`src/verilog/cbr_pkg.sv`:
```
/*
 * Shared constants, states and carriers of the charger setpoint bank.
 * Assumes a 100 MHz logic clock; the watchdog and clock-low cycle counts derive from it.
 */
package cbr_pkg;

  // Register codes
  localparam logic [7:0]  REG_CUR   = 8'h14;
  localparam logic [7:0]  REG_VOLT  = 8'h15;
  localparam logic [7:0]  REG_ADP   = 8'h3F;
  localparam logic [7:0]  REG_MAKER = 8'hFE;
  localparam logic [7:0]  REG_PART  = 8'hFF;

  // Reset values
  localparam logic [15:0] CUR_RST   = 16'h0000;
  localparam logic [15:0] VOLT_RST  = 16'h0000;
  localparam logic [15:0] ADP_RST   = 16'h0080;

  // Identification words: values are arbitrary
  localparam logic [15:0] MAKER_CODE_DEF = 16'h5A3C;
  localparam logic [15:0] PART_CODE_DEF  = 16'h0102;

  // Field layout
  localparam int VOLT_LSB = 4;
  localparam int VOLT_MSB = 14;
  localparam int VOLT_W   = 11;
  localparam int CUR_LSB  = 7;
  localparam int CUR_MSB  = 12;
  localparam int CUR_W    = 6;

  // Scaling and limits
  localparam int VOLT_STEP_MV = 16;
  localparam int VOLT_MAX_MV  = 19200;
  localparam int VOLT_MIN_MV  = 1024;
  localparam int CUR_STEP_MA  = 128;
  localparam int CUR_MAX_MA   = 8064;
  localparam int TRICKLE_MA   = 128;
  localparam int ADP_STEP_MA  = 256;
  localparam int ADP_MAX_MA   = 11004;
  localparam logic [VOLT_W-1:0] VOLT_CODE_MAX =
    VOLT_W'(VOLT_MAX_MV / VOLT_STEP_MV);
  localparam logic [VOLT_W-1:0] VOLT_CODE_MIN =
    VOLT_W'(VOLT_MIN_MV / VOLT_STEP_MV);
  localparam logic [CUR_W-1:0]  CUR_CODE_MAX  =
    CUR_W'(CUR_MAX_MA / CUR_STEP_MA);
  localparam logic [CUR_W-1:0]  TRICKLE_CODE  =
    CUR_W'(TRICKLE_MA / CUR_STEP_MA);
  localparam logic [CUR_W-1:0]  ADP_CODE_MAX  =
    CUR_W'(ADP_MAX_MA / ADP_STEP_MA);

  // Enable thresholds on the raw register words
  localparam logic [15:0] CUR_EN_MIN  = 16'h007F;
  localparam logic [15:0] VOLT_EN_MIN = 16'h000F;

  // Timing
  localparam longint unsigned CLK_PERIOD_NS   = 10;
  localparam longint unsigned WDOG_TIME_S     = 175;
  localparam longint unsigned SCL_LOW_TIME_MS = 25;
  localparam longint unsigned WDOG_CYCLES =
    WDOG_TIME_S * 64'd1000000000 / CLK_PERIOD_NS;
  localparam longint unsigned SCL_CYCLES =
    SCL_LOW_TIME_MS * 64'd1000000 / CLK_PERIOD_NS;

  typedef enum logic [3:0] {
    ST_IDLE = 4'b0001,
    ST_CODE = 4'b0010,
    ST_LOW  = 4'b0100,
    ST_HIGH = 4'b1000
  } cbr_state_e;

  typedef struct packed {
    logic       cmd_valid;
    logic [7:0] cmd_code;
    logic       wr_valid;
    logic [7:0] wr_byte;
    logic       rd_req;
    logic       stop;
  } cbr_host_s;

  typedef struct packed {
    logic [VOLT_W-1:0] voltage_dac_code;
    logic [CUR_W-1:0]  current_dac_code;
    logic [CUR_W-1:0]  adapter_dac_code;
    logic              charge_enable;
  } cbr_dac_s;

endpackage

```
`src/verilog/cbr_setpoints.sv`:
```
/*
 * Setpoint register bank of a bus-programmed battery charger: byte-wise
 * word access from a serial slave engine, DAC code extraction with
 * saturation, trickle override, watchdogs and charge enable.
 * Assumes the serial engine delivers one pulse per command code, data
 * byte, read request and stop, all on mclk; pins are asynchronous.
 */
`timescale 1ns/1ps
module cbr_setpoints
  import cbr_pkg::*;
#(
  parameter longint unsigned WDOG_LIMIT = WDOG_CYCLES,
  parameter longint unsigned SCL_LIMIT  = SCL_CYCLES,
  parameter logic [15:0]     MAKER_ID   = MAKER_CODE_DEF,
  parameter logic [15:0]     PART_ID    = PART_CODE_DEF
) (
  input  wire logic       mclk,
  input  wire logic       srst,
  input  wire logic       ce,
  input  wire cbr_host_s  host,
  input  wire logic       scl_in,
  input  wire logic       batt_below_low,
  input  wire logic       batt_above_high,
  output logic            cmd_known,
  output logic [7:0]      rd_data,
  output logic            rd_valid,
  output logic            wr_commit,
  output logic            timeout,
  output logic            trickle_active,
  output cbr_dac_s        dac
);

  localparam int WDOG_W = $clog2(WDOG_LIMIT + 1);
  localparam int SCL_W  = $clog2(SCL_LIMIT + 1);
  localparam logic [WDOG_W-1:0] WDOG_END = WDOG_W'(WDOG_LIMIT - 1);
  localparam logic [SCL_W-1:0]  SCL_END  = SCL_W'(SCL_LIMIT - 1);

  // Current and adapter fields share layout; only the ceiling differs
  function automatic logic [CUR_W-1:0] sat_field(
    input logic [15:0]      word,
    input logic [CUR_W-1:0] ceiling
  );
    logic [CUR_W-1:0] f;
    f = word[CUR_MSB:CUR_LSB];
    if ((|word[15:CUR_MSB+1]) || (f > ceiling)) begin
      sat_field = ceiling;
    end else begin
      sat_field = f;
    end
  endfunction

  logic [15:0]        battery_current_target;
  logic [15:0]        battery_voltage_target;
  logic [15:0]        adapter_current_limit;
  logic [7:0]         code;
  logic [7:0]         low_byte;
  logic [15:0]        wr_word;
  logic               wr_both;
  logic               lo_is_wr;
  cbr_state_e         state;
  cbr_state_e         next_state;
  logic [WDOG_W-1:0]  wdog_cnt;
  logic [SCL_W-1:0]   scl_cnt;
  logic [2:0]         pins;

  cbr_sync #(
    .W   (3),
    .RST (3'b001)
  ) u_sync (
    .mclk (mclk),
    .srst (srst),
    .ce   (ce),
    .d    ({batt_above_high, batt_below_low, scl_in}),
    .q    (pins)
  );

  wire scl_low_s  = ~pins[0];
  wire batt_low_s = pins[1];
  wire batt_ok_s  = pins[2];

  // Code decode
  wire hit_cur   = (code == REG_CUR);
  wire hit_volt  = (code == REG_VOLT);
  wire hit_adp   = (code == REG_ADP);
  wire hit_maker = (code == REG_MAKER);
  wire hit_part  = (code == REG_PART);
  wire cmd_cur   = (host.cmd_code == REG_CUR);
  wire cmd_volt  = (host.cmd_code == REG_VOLT);
  wire cmd_adp   = (host.cmd_code == REG_ADP);
  wire cmd_id    = (host.cmd_code == REG_MAKER) ||
                   (host.cmd_code == REG_PART);

  assign cmd_known = cmd_cur | cmd_volt | cmd_adp | cmd_id;

  wire [15:0] rd_word = hit_cur   ? battery_current_target :
                        hit_volt  ? battery_voltage_target :
                        hit_adp   ? adapter_current_limit  :
                        hit_maker ? MAKER_ID               :
                        hit_part  ? PART_ID                :
                                    16'h0000;

  // Transaction sequencing: a byte advances the state, stop ends it
  wire byte_ev = host.wr_valid | host.rd_req;

  always_comb begin
    next_state = state;
    case (state)
      ST_IDLE: next_state = ST_IDLE;
      ST_CODE: if (byte_ev) next_state = ST_LOW;
      ST_LOW:  if (byte_ev) next_state = ST_HIGH;
      ST_HIGH: next_state = ST_HIGH;
      default: next_state = ST_IDLE;
    endcase
    if (host.stop) begin
      next_state = ST_IDLE;
    end
    if (host.cmd_valid) begin
      next_state = ST_CODE;
    end
  end

  // A single write is taken only when both bytes came in as writes
  wire commit = host.stop && (state == ST_HIGH) && wr_both;
  wire wr_cur  = commit && hit_cur;
  wire wr_volt = commit && hit_volt;
  wire wr_adp  = commit && hit_adp;
  wire sp_wr   = wr_cur | wr_volt;

  always_ff @(posedge mclk) begin
    if (srst) begin
      state    <= ST_IDLE;
      code     <= 8'h00;
      low_byte <= 8'h00;
      wr_word  <= 16'h0000;
      wr_both  <= 1'b0;
      lo_is_wr <= 1'b0;
    end else if (ce) begin
      state <= next_state;
      if (host.cmd_valid) begin
        code     <= host.cmd_code;
        wr_both  <= 1'b0;
        lo_is_wr <= 1'b0;
      end else if (host.wr_valid && state == ST_CODE) begin
        low_byte <= host.wr_byte;
        lo_is_wr <= 1'b1;
      end else if (host.wr_valid && state == ST_LOW) begin
        wr_word <= {host.wr_byte, low_byte};
        // A read as first byte would leave a stale low byte here
        wr_both <= lo_is_wr;
      end else if (host.rd_req && state != ST_IDLE) begin
        wr_both <= 1'b0;
      end
    end
  end

  // Read bytes: low first, high second, zero past the word
  always_ff @(posedge mclk) begin
    if (srst) begin
      rd_data  <= 8'h00;
      rd_valid <= 1'b0;
    end else if (ce) begin
      rd_valid <= host.rd_req && !host.cmd_valid && state != ST_IDLE;
      if (host.rd_req) begin
        case (state)
          ST_CODE: rd_data <= rd_word[7:0];
          ST_LOW:  rd_data <= rd_word[15:8];
          default: rd_data <= 8'h00;
        endcase
      end
    end
  end

  // Register file; identification words have no storage at all
  always_ff @(posedge mclk) begin
    if (srst) begin
      battery_current_target <= CUR_RST;
      battery_voltage_target <= VOLT_RST;
      adapter_current_limit  <= ADP_RST;
      wr_commit              <= 1'b0;
    end else if (ce) begin
      wr_commit <= commit && (hit_cur | hit_volt | hit_adp);
      if (wr_cur) begin
        battery_current_target <= wr_word;
      end
      if (wr_volt) begin
        battery_voltage_target <= wr_word;
      end
      if (wr_adp) begin
        adapter_current_limit <= wr_word;
      end
    end
  end

  // Code extraction and saturation
  wire [VOLT_W-1:0] v_field =
    battery_voltage_target[VOLT_MSB:VOLT_LSB];
  wire [VOLT_W-1:0] v_code =
    (v_field > VOLT_CODE_MAX) ? VOLT_CODE_MAX :
    (v_field < VOLT_CODE_MIN) ? '0 : v_field;
  wire [CUR_W-1:0] i_code =
    sat_field(battery_current_target, CUR_CODE_MAX);
  wire [CUR_W-1:0] a_code =
    sat_field(adapter_current_limit, ADP_CODE_MAX);

  // Watchdogs: pulses set the sticky flag; set beats a setpoint write
  wire wdog_hit = (wdog_cnt == WDOG_END);
  wire scl_hit  = scl_low_s && (scl_cnt == SCL_END);

  always_ff @(posedge mclk) begin
    if (srst) begin
      wdog_cnt <= '0;
      scl_cnt  <= '0;
      timeout  <= 1'b0;
    end else if (ce) begin
      if (sp_wr) begin
        wdog_cnt <= '0;
      end else if (wdog_cnt <= WDOG_END) begin
        wdog_cnt <= WDOG_W'(wdog_cnt + 1'b1);
      end
      if (!scl_low_s) begin
        scl_cnt <= '0;
      end else if (scl_cnt <= SCL_END) begin
        scl_cnt <= SCL_W'(scl_cnt + 1'b1);
      end
      if (wdog_hit || scl_hit) begin
        timeout <= 1'b1;
      end else if (sp_wr) begin
        timeout <= 1'b0;
      end
    end
  end

  // Trickle flag with hysteresis; falling below wins over rising above
  always_ff @(posedge mclk) begin
    if (srst) begin
      trickle_active <= 1'b0;
    end else if (ce) begin
      if (batt_low_s) begin
        trickle_active <= 1'b1;
      end else if (batt_ok_s) begin
        trickle_active <= 1'b0;
      end
    end
  end

  wire en_ok = (battery_current_target > CUR_EN_MIN) &&
               (battery_voltage_target > VOLT_EN_MIN) &&
               (v_code != '0) && (i_code != '0) &&
               !timeout;

  always_ff @(posedge mclk) begin
    if (srst) begin
      dac <= '0;
    end else if (ce) begin
      dac.voltage_dac_code <= v_code;
      dac.current_dac_code <= trickle_active ? TRICKLE_CODE
                                             : i_code;
      dac.adapter_dac_code <= a_code;
      dac.charge_enable    <= en_ok;
    end
  end
endmodule // cbr_setpoints

```
`src/verilog/cbr_sync.sv`:
```
/*
 * Two-flop level synchroniser for pin inputs.
 * Assumes each bit is a slow level; no relation between bits is kept.
 */
`timescale 1ns/1ps
module cbr_sync #(
  parameter int          W   = 1,
  parameter logic [W-1:0] RST = '0
) (
  input  wire logic         mclk,
  input  wire logic         srst,
  input  wire logic         ce,
  input  wire logic [W-1:0] d,
  output logic      [W-1:0] q
);
  logic [W-1:0] meta;

  always_ff @(posedge mclk) begin
    if (srst) begin
      meta <= RST;
      q    <= RST;
    end else if (ce) begin
      meta <= d;
      q    <= meta;
    end
  end
endmodule // cbr_sync

```
`config.mk`:
```
export PLATFORM = sky130hd
export DESIGN_NAME = cbr_setpoints
export DESIGN_NICKNAME = d
export VERILOG_FILES = /design/src/verilog/cbr_pkg.sv /design/src/verilog/cbr_setpoints.sv /design/src/verilog/cbr_sync.sv
export SDC_FILE = /design/constraint.sdc
export NUM_CORES = 1
export LEC_CHECK = 0
export BUFFER_PORTS_ARGS = -buffer_cell sky130_fd_sc_hd__buf_2
export CORE_MARGIN = 2
export CORE_UTILIZATION = 45
export DETAILED_ROUTE_END_ITERATION = 7
export HOLD_SLACK_MARGIN = 0.03
export PLACE_DENSITY = 0.66
export SLEW_MARGIN = 20
export SYNTH_ARGS = -nofsm -noshare
export SYNTH_HDL_FRONTEND = slang
export SYNTH_HIERARCHICAL = 1
export SYNTH_SLANG_ARGS = --single-unit
```
`constraint.sdc`:
```
create_clock -name mclk -period 3.15 [get_ports mclk]
set_input_delay 0.315 -clock mclk [delete_from_list [all_inputs] [get_ports mclk]]
set_output_delay 0.315 -clock mclk [all_outputs]
set_load 0.01 [all_outputs]
```
Word level (Yosys, flattened, before mapping)
Cells that the tools add are included.
- shifts and indexed selects: 0
- divide/modulo/power cells: 0
- mux-type cells: 30
- bitwise operators: 10
- magnitude comparators: 8
- equal/unequal tests: 19
- multipliers: 0
- reduce and logical (&&, ||, !) cells: 46
- add/subtract/negate cells: 2
- operators with widths (operator ; count):
    35-bit 2-to-1 mux ; 2
    16-bit 2-to-1 mux ; 3
    22-bit 2-to-1 mux ; 2
    35-bit by 1-bit adder with 35-bit output, second input constant ; 1
    35-bit equality test, second input constant ; 1
    35-bit less-or-equal comparator, second input constant ; 1
    8-bit by 5-bit equality test with 1-bit output, second input constant ; 4
    8-bit equality test, second input constant ; 4
    22-bit by 1-bit adder with 22-bit output, second input constant ; 1
    22-bit equality test, second input constant ; 1
    22-bit less-or-equal comparator, second input constant ; 1
    11-bit 2-to-1 mux ; 2
    2-bit AND reduction ; 10
    6-bit 2-to-1 mux ; 3
    8-bit by 6-bit equality test with 1-bit output, second input constant ; 2
    16-bit by 4-bit > comparator with 1-bit output, second input constant ; 1
    16-bit by 7-bit > comparator with 1-bit output, second input constant ; 1
    1-bit logical AND ; 16
    4-bit 2-to-1 mux ; 4
    8-bit one-hot mux with 2 select lines ; 1
    15-bit 2-to-1 mux ; 1
    6-bit > comparator, second input constant ; 2
    4-bit one-hot mux with 3 select lines ; 1
    11-bit > comparator, second input constant ; 1
    20 further kinds ; 49
- memories: 0
- latch bits: 0
- bits in writable memories: 0
- bits in read-only memories: 0
- register bits: 185
- output and inout port bits: 37
- word-level logic and storage cells: 137

Logic depth before layout (Yosys ltp)
- depth in word-level cells: 7
- gate-level depth with buffers: 11
- depth with buffers taken out: 8

Modules after synthesis
The synthesis kept the hierarchy.
- modules (own cells, without submodules) (module ; cells an instance ; area each (um^2) ; times used ; seq. area each (um^2)):
    cbr_setpoints ; 1006 ; 8081.5 ; 1 ; 3583.4
    cbr_sync ; 19 ; 216.5 ; 1 ; 120.1

Worst setup path before layout
Ideal clock, no wire load.
- kind: reg-to-reg
- start point: register wdog_cnt[0]
- end point: register wdog_cnt[32]
- setup time: 71 ps
- path buffers: 1
- slack: 746 ps
- data arrival time: 2333 ps
- required time: 3079 ps
- cell stages (with the launch flop): 10
- path through: dfxtp_1 > ha_1 > buf_2 > nand4_1 > nor4_1 > and4_4 > o21ai_4 > a2111o_1 > or3_1 > a21oi_1
- word-level cells in the longest chain between the ends: 3
- RTL lines (what ; line ; source):
    start, declared ; cbr_setpoints.sv:62 ; logic [WDOG_W-1:0] wdog_cnt;
    start signal, assigned ; cbr_setpoints.sv:218 ; wdog_cnt <= WDOG_W'(wdog_cnt + 1'b1);
    35-bit by 1-bit adder with 35-bit output or 35-bit less-or-equal comparator (tied branches) ; cbr_setpoints.sv:218, cbr_setpoints.sv:217 ;
    35-bit 2-to-1 mux or 2-bit nonzero test (tied branches) ; -- ;
    35-bit 2-to-1 mux or 2-bit AND reduction (tied branches) ; -- ;
Several ways; a longest one is shown, not always the timed one. The select of a mux whose other input is x is not followed.
A chain may end at the register's enable or synchronous reset.

Worst setup path after layout
- start point: register wdog_cnt[30]
- end point: register wdog_cnt[27]
- word-level cells in the longest chain between the ends: 3
- RTL lines (what ; line ; source):
    35-bit less-or-equal comparator ; cbr_setpoints.sv:217 ; end else if (wdog_cnt <= WDOG_END) begin
    2-bit nonzero test (no line) ; -- ;
    2-bit AND reduction (no line) ; -- ;
Every way passes these cells.

==> metrics.csv <==
stage,metric,value,unit
outcome,status,"complete, no violations",
global_route,first-pass GRT wire length,33830,um
global_route,number of global-route vias before repair,6603,
yosys,syn_area_per_cell,8.096,um2
global_route,GR Layer Usage met2,31.35,%
yosys,main combinational cell family by area after synthesis,simple AND/OR/NAND/NOR gates,
global_route,GRT Util Overall,21.09,%
global_route,global routing usage on met1,31.17,%
timing,Worst slew margin,49.75,%
setup_path,WS Path Type,flop to flop,
cells_and_area,area used by multi-input combinational logic,0.004304,mm2
global_route,most used routing layer,met2,
timing,crit share post-route,86.68,%
global_route,M3 GR Usage,4.026,%
timing,Fmax,366.2,MHz
route,routed vias/inst,5.539,
yosys,post-synthesis compound-gate area fraction,15.52,%
placement,Buffers on Ports,62,
clocking,H-Tree Depth,4,
pwr,Total Power,4.890,mW
yosys,largest cells by area after synthesis,"dfxtp_1 45%, a21oi_1 7.9%, nand2_1 7.1%",
cells_and_area,register area,0.003704,mm2
worst_hold_path,HP Class,input pin to flop,
timing,Total Neg Setup Slack,0,ns
placement,hpwl dp,14070,um
route,initial drt markers,475,
yosys,Post-Syn Instances,1025,
clocking,Max clock buf depth,2,
timing,RSZ-0062 raised after global routing,false,
clocking,Post-CTS Hold Buffers,0,
yosys,Synth top area share,44.63,%
cells_and_area,number of diodes,0,
cells_and_area,"commonest non-fill, non-tap cell in the layout",dfxtp_1,
job,max_cap viols,0,
timing,worst clock skew,0.009512,ns
cells_and_area,P&R area growth vs syn,13.74,%
timing,max-slew violations,0,
route,Routed WL,20440,um
clocking,Clock transition at path regs,0.07,ns
yosys,"area leader, netlist",dfxtp_1,
route,Routed WL per cell,15.64,um
yosys,number of enable flip-flop cells after synthesis,0,
route,drt pass-1 iters,5,
yosys,Syn. warnings,6,
pwr,Pleak,3.340,nW
placement,gpl congestion,0.8403,
setup_path,Critical Path Fanout Max,28,
yosys,async set or reset register ratio after synthesis,0,%
setup_path,CP Data Arrival Time,3.03,ns
yosys,mux cell area share after synthesis,5.066,%
yosys,Mapped Area,0.008298,mm2
clocking,CTS tree,built,
timing,endpoints failing hold,0,
die,Die Y,139.8,um
cells_and_area,Nets,1093,
clocking,postcts setup bufs,0,
clocking,root buffer selected by CTS,clkbuf_16,
setup_path,CP Capture Type,flop,
cells_and_area,most frequent cells in the layout,"185 x dfxtp_1, 158 x nand2_1, 142 x nor2_1, 131 x a21oi_1, 61 x buf_2",
global_route,largest net degree at the start of global routing,65,
die,Site Rows,49,
yosys,#FFs+latches synth,185,
die,core footprint,0.01802,mm2
pwr,power density over cell area,518.1,mW/mm2
setup_path,worst endpoint required time,3.45,ns
yosys,Most used DFF post-synth,dfxtp_1,
yosys,post-synthesis xor/xnor area fraction,4.750,%
die,Starting Density,46.04,%
route,post-route ant nets,0,
pwr,worst ir drop on vdd,0.3507,mV
die,DIE AREA,0.01954,mm2
cells_and_area,fillers,1744,
route,Residual DRC,0,
clocking,CTS buffer count,17,
clocking,CTS resizes,0,
yosys,Syn Nets,1053,
die,io pins,63,
yosys,adder-cell share of the synthesized area,0.3016,%
clocking,clock tree sinks,185,
yosys,synth unique cells,62,
timing,minimum clock period,2.730,ns
clocking,clk_lat worst skew,0.43,ns
yosys,Post-Synth Simple-Gate Area,26.16,%
route,Vias,7239,
setup_path,CP startpoint kind,flop,
global_route,antenna violations before repair,0,
timing,Tightest Pin Transition,0.7516,ns
cells_and_area,layout cells sized above 1,12.15,%
yosys,post-synthesis sequential area ratio,44.63,%
global_route,gr ovfl total,0,
timing,final setup fails,0,
die,Die Width,139.8,um
==> routing by layer <==
| layer | wire [um] | vias to the layer above | part of all wire [%] |
|---|---|---|---|
| met3 | 1071 | 18 | 5.2 |
| met5 | 0 | - | 0 |
| li1 | - | 3652 | - |
| met1 | 10260 | 3403 | 50 |
| met4 | 235 | 0 | 1.1 |
| met2 | 8874 | 166 | 43 |
==> cell type report <==
class                   instances  area share, %
multi-input cells             766          45.61
inverters                      14         0.5568
repair buffers                 81          4.826
well taps                     229          3.036
clock buffers                  19          4.693
clock inverters                13          2.042
flip-flops and latches        185          39.24
==> through the flow <==
stage / cells / setup WS, ns / utilization (%) / area [um2] / hold slack (ns)
3_3_place_gp: 1275 / 0.5071 / 48.83 / 8802 / 0.4405
6_report: 1307 / 0.4196 / 52.36 / 9438 / 0.1074
2_1_floorplan: 1025 / 0.7465 / - / 8298 / 0.3874
3_5_place_dp: 1275 / 0.4441 / 48.83 / 8802 / 0.4467
4_1_cts: 1307 / 0.4400 / 52.36 / 9438 / 0.09447
5_1_grt: 1307 / 0.2814 / 52.36 / 9438 / 0.1015
==> power by group <==
group          switching, mW  internal [mW]  total, mW  leakage, nW
logic                  0.131         0.0652      0.197         1.55
clock network          0.952           1.36       2.31        0.298
registers             0.0185           2.36       2.38         1.50
==> worst paths after layout <==
path | from | endpoint | slack [ns] | cells after the start
max | wdog_cnt[30] | wdog_cnt[27] | 0.42 | 7
min | scl_in | u_sync/meta[0] | 0.11 | 2
max reg2reg | wdog_cnt[30] | wdog_cnt[27] | 0.42 | 7
min reg2reg | low_byte[3] | wr_word[3] | 0.45 | 2
==> cells in the mapped netlist (all sizes together), types with 15 or more instances <==
| library cell | number |
|---|---|
| clkbuf | 45 |
| nand4 | 27 |
| nand3 | 33 |
| xor2 | 20 |
| o21ai | 22 |
| a21oi | 131 |
| nor3 | 20 |
| buf | 15 |
| nor2 | 142 |
| nand2 | 158 |
| dfxtp | 185 |
| xnor2 | 25 |
| mux2i | 42 |
==> worst max-delay path, stage by stage (launching register included) <==
cell	delay, ns
dfxtp_1	0.33
or4_4	0.56
nor4_4	0.33
and4_4	0.28
o21ai_4	0.20
a2111oi_4	0.62
a31o_2	0.23
a21oi_1	0.06
==> kinds of logic after synthesis <==
group | after synthesis
muxes | 42
AOI/OAI and AO/OA | 212
adders and majority gates | 2
xor gates and xnor gates | 45
and+or+nand+nor | 465
buffers and inverters | 74
DFF | 185
==> registers in the layout (all words and copies together) (netlist names) <==
register / flops
dac: 24
rd_valid: 1
adapter_current_limit: 16
lo_is_wr: 1
low_byte: 8
wr_commit: 1
rd_data: 8
wdog_cnt: 35
code: 8
trickle_active: 1
wr_both: 1
u_sync/meta: 3
timeout: 1
battery_voltage_target: 16
wr_word: 16
scl_cnt: 22
state: 4
battery_current_target: 16
u_sync/q: 3
(Power assumes the default switching activity.)
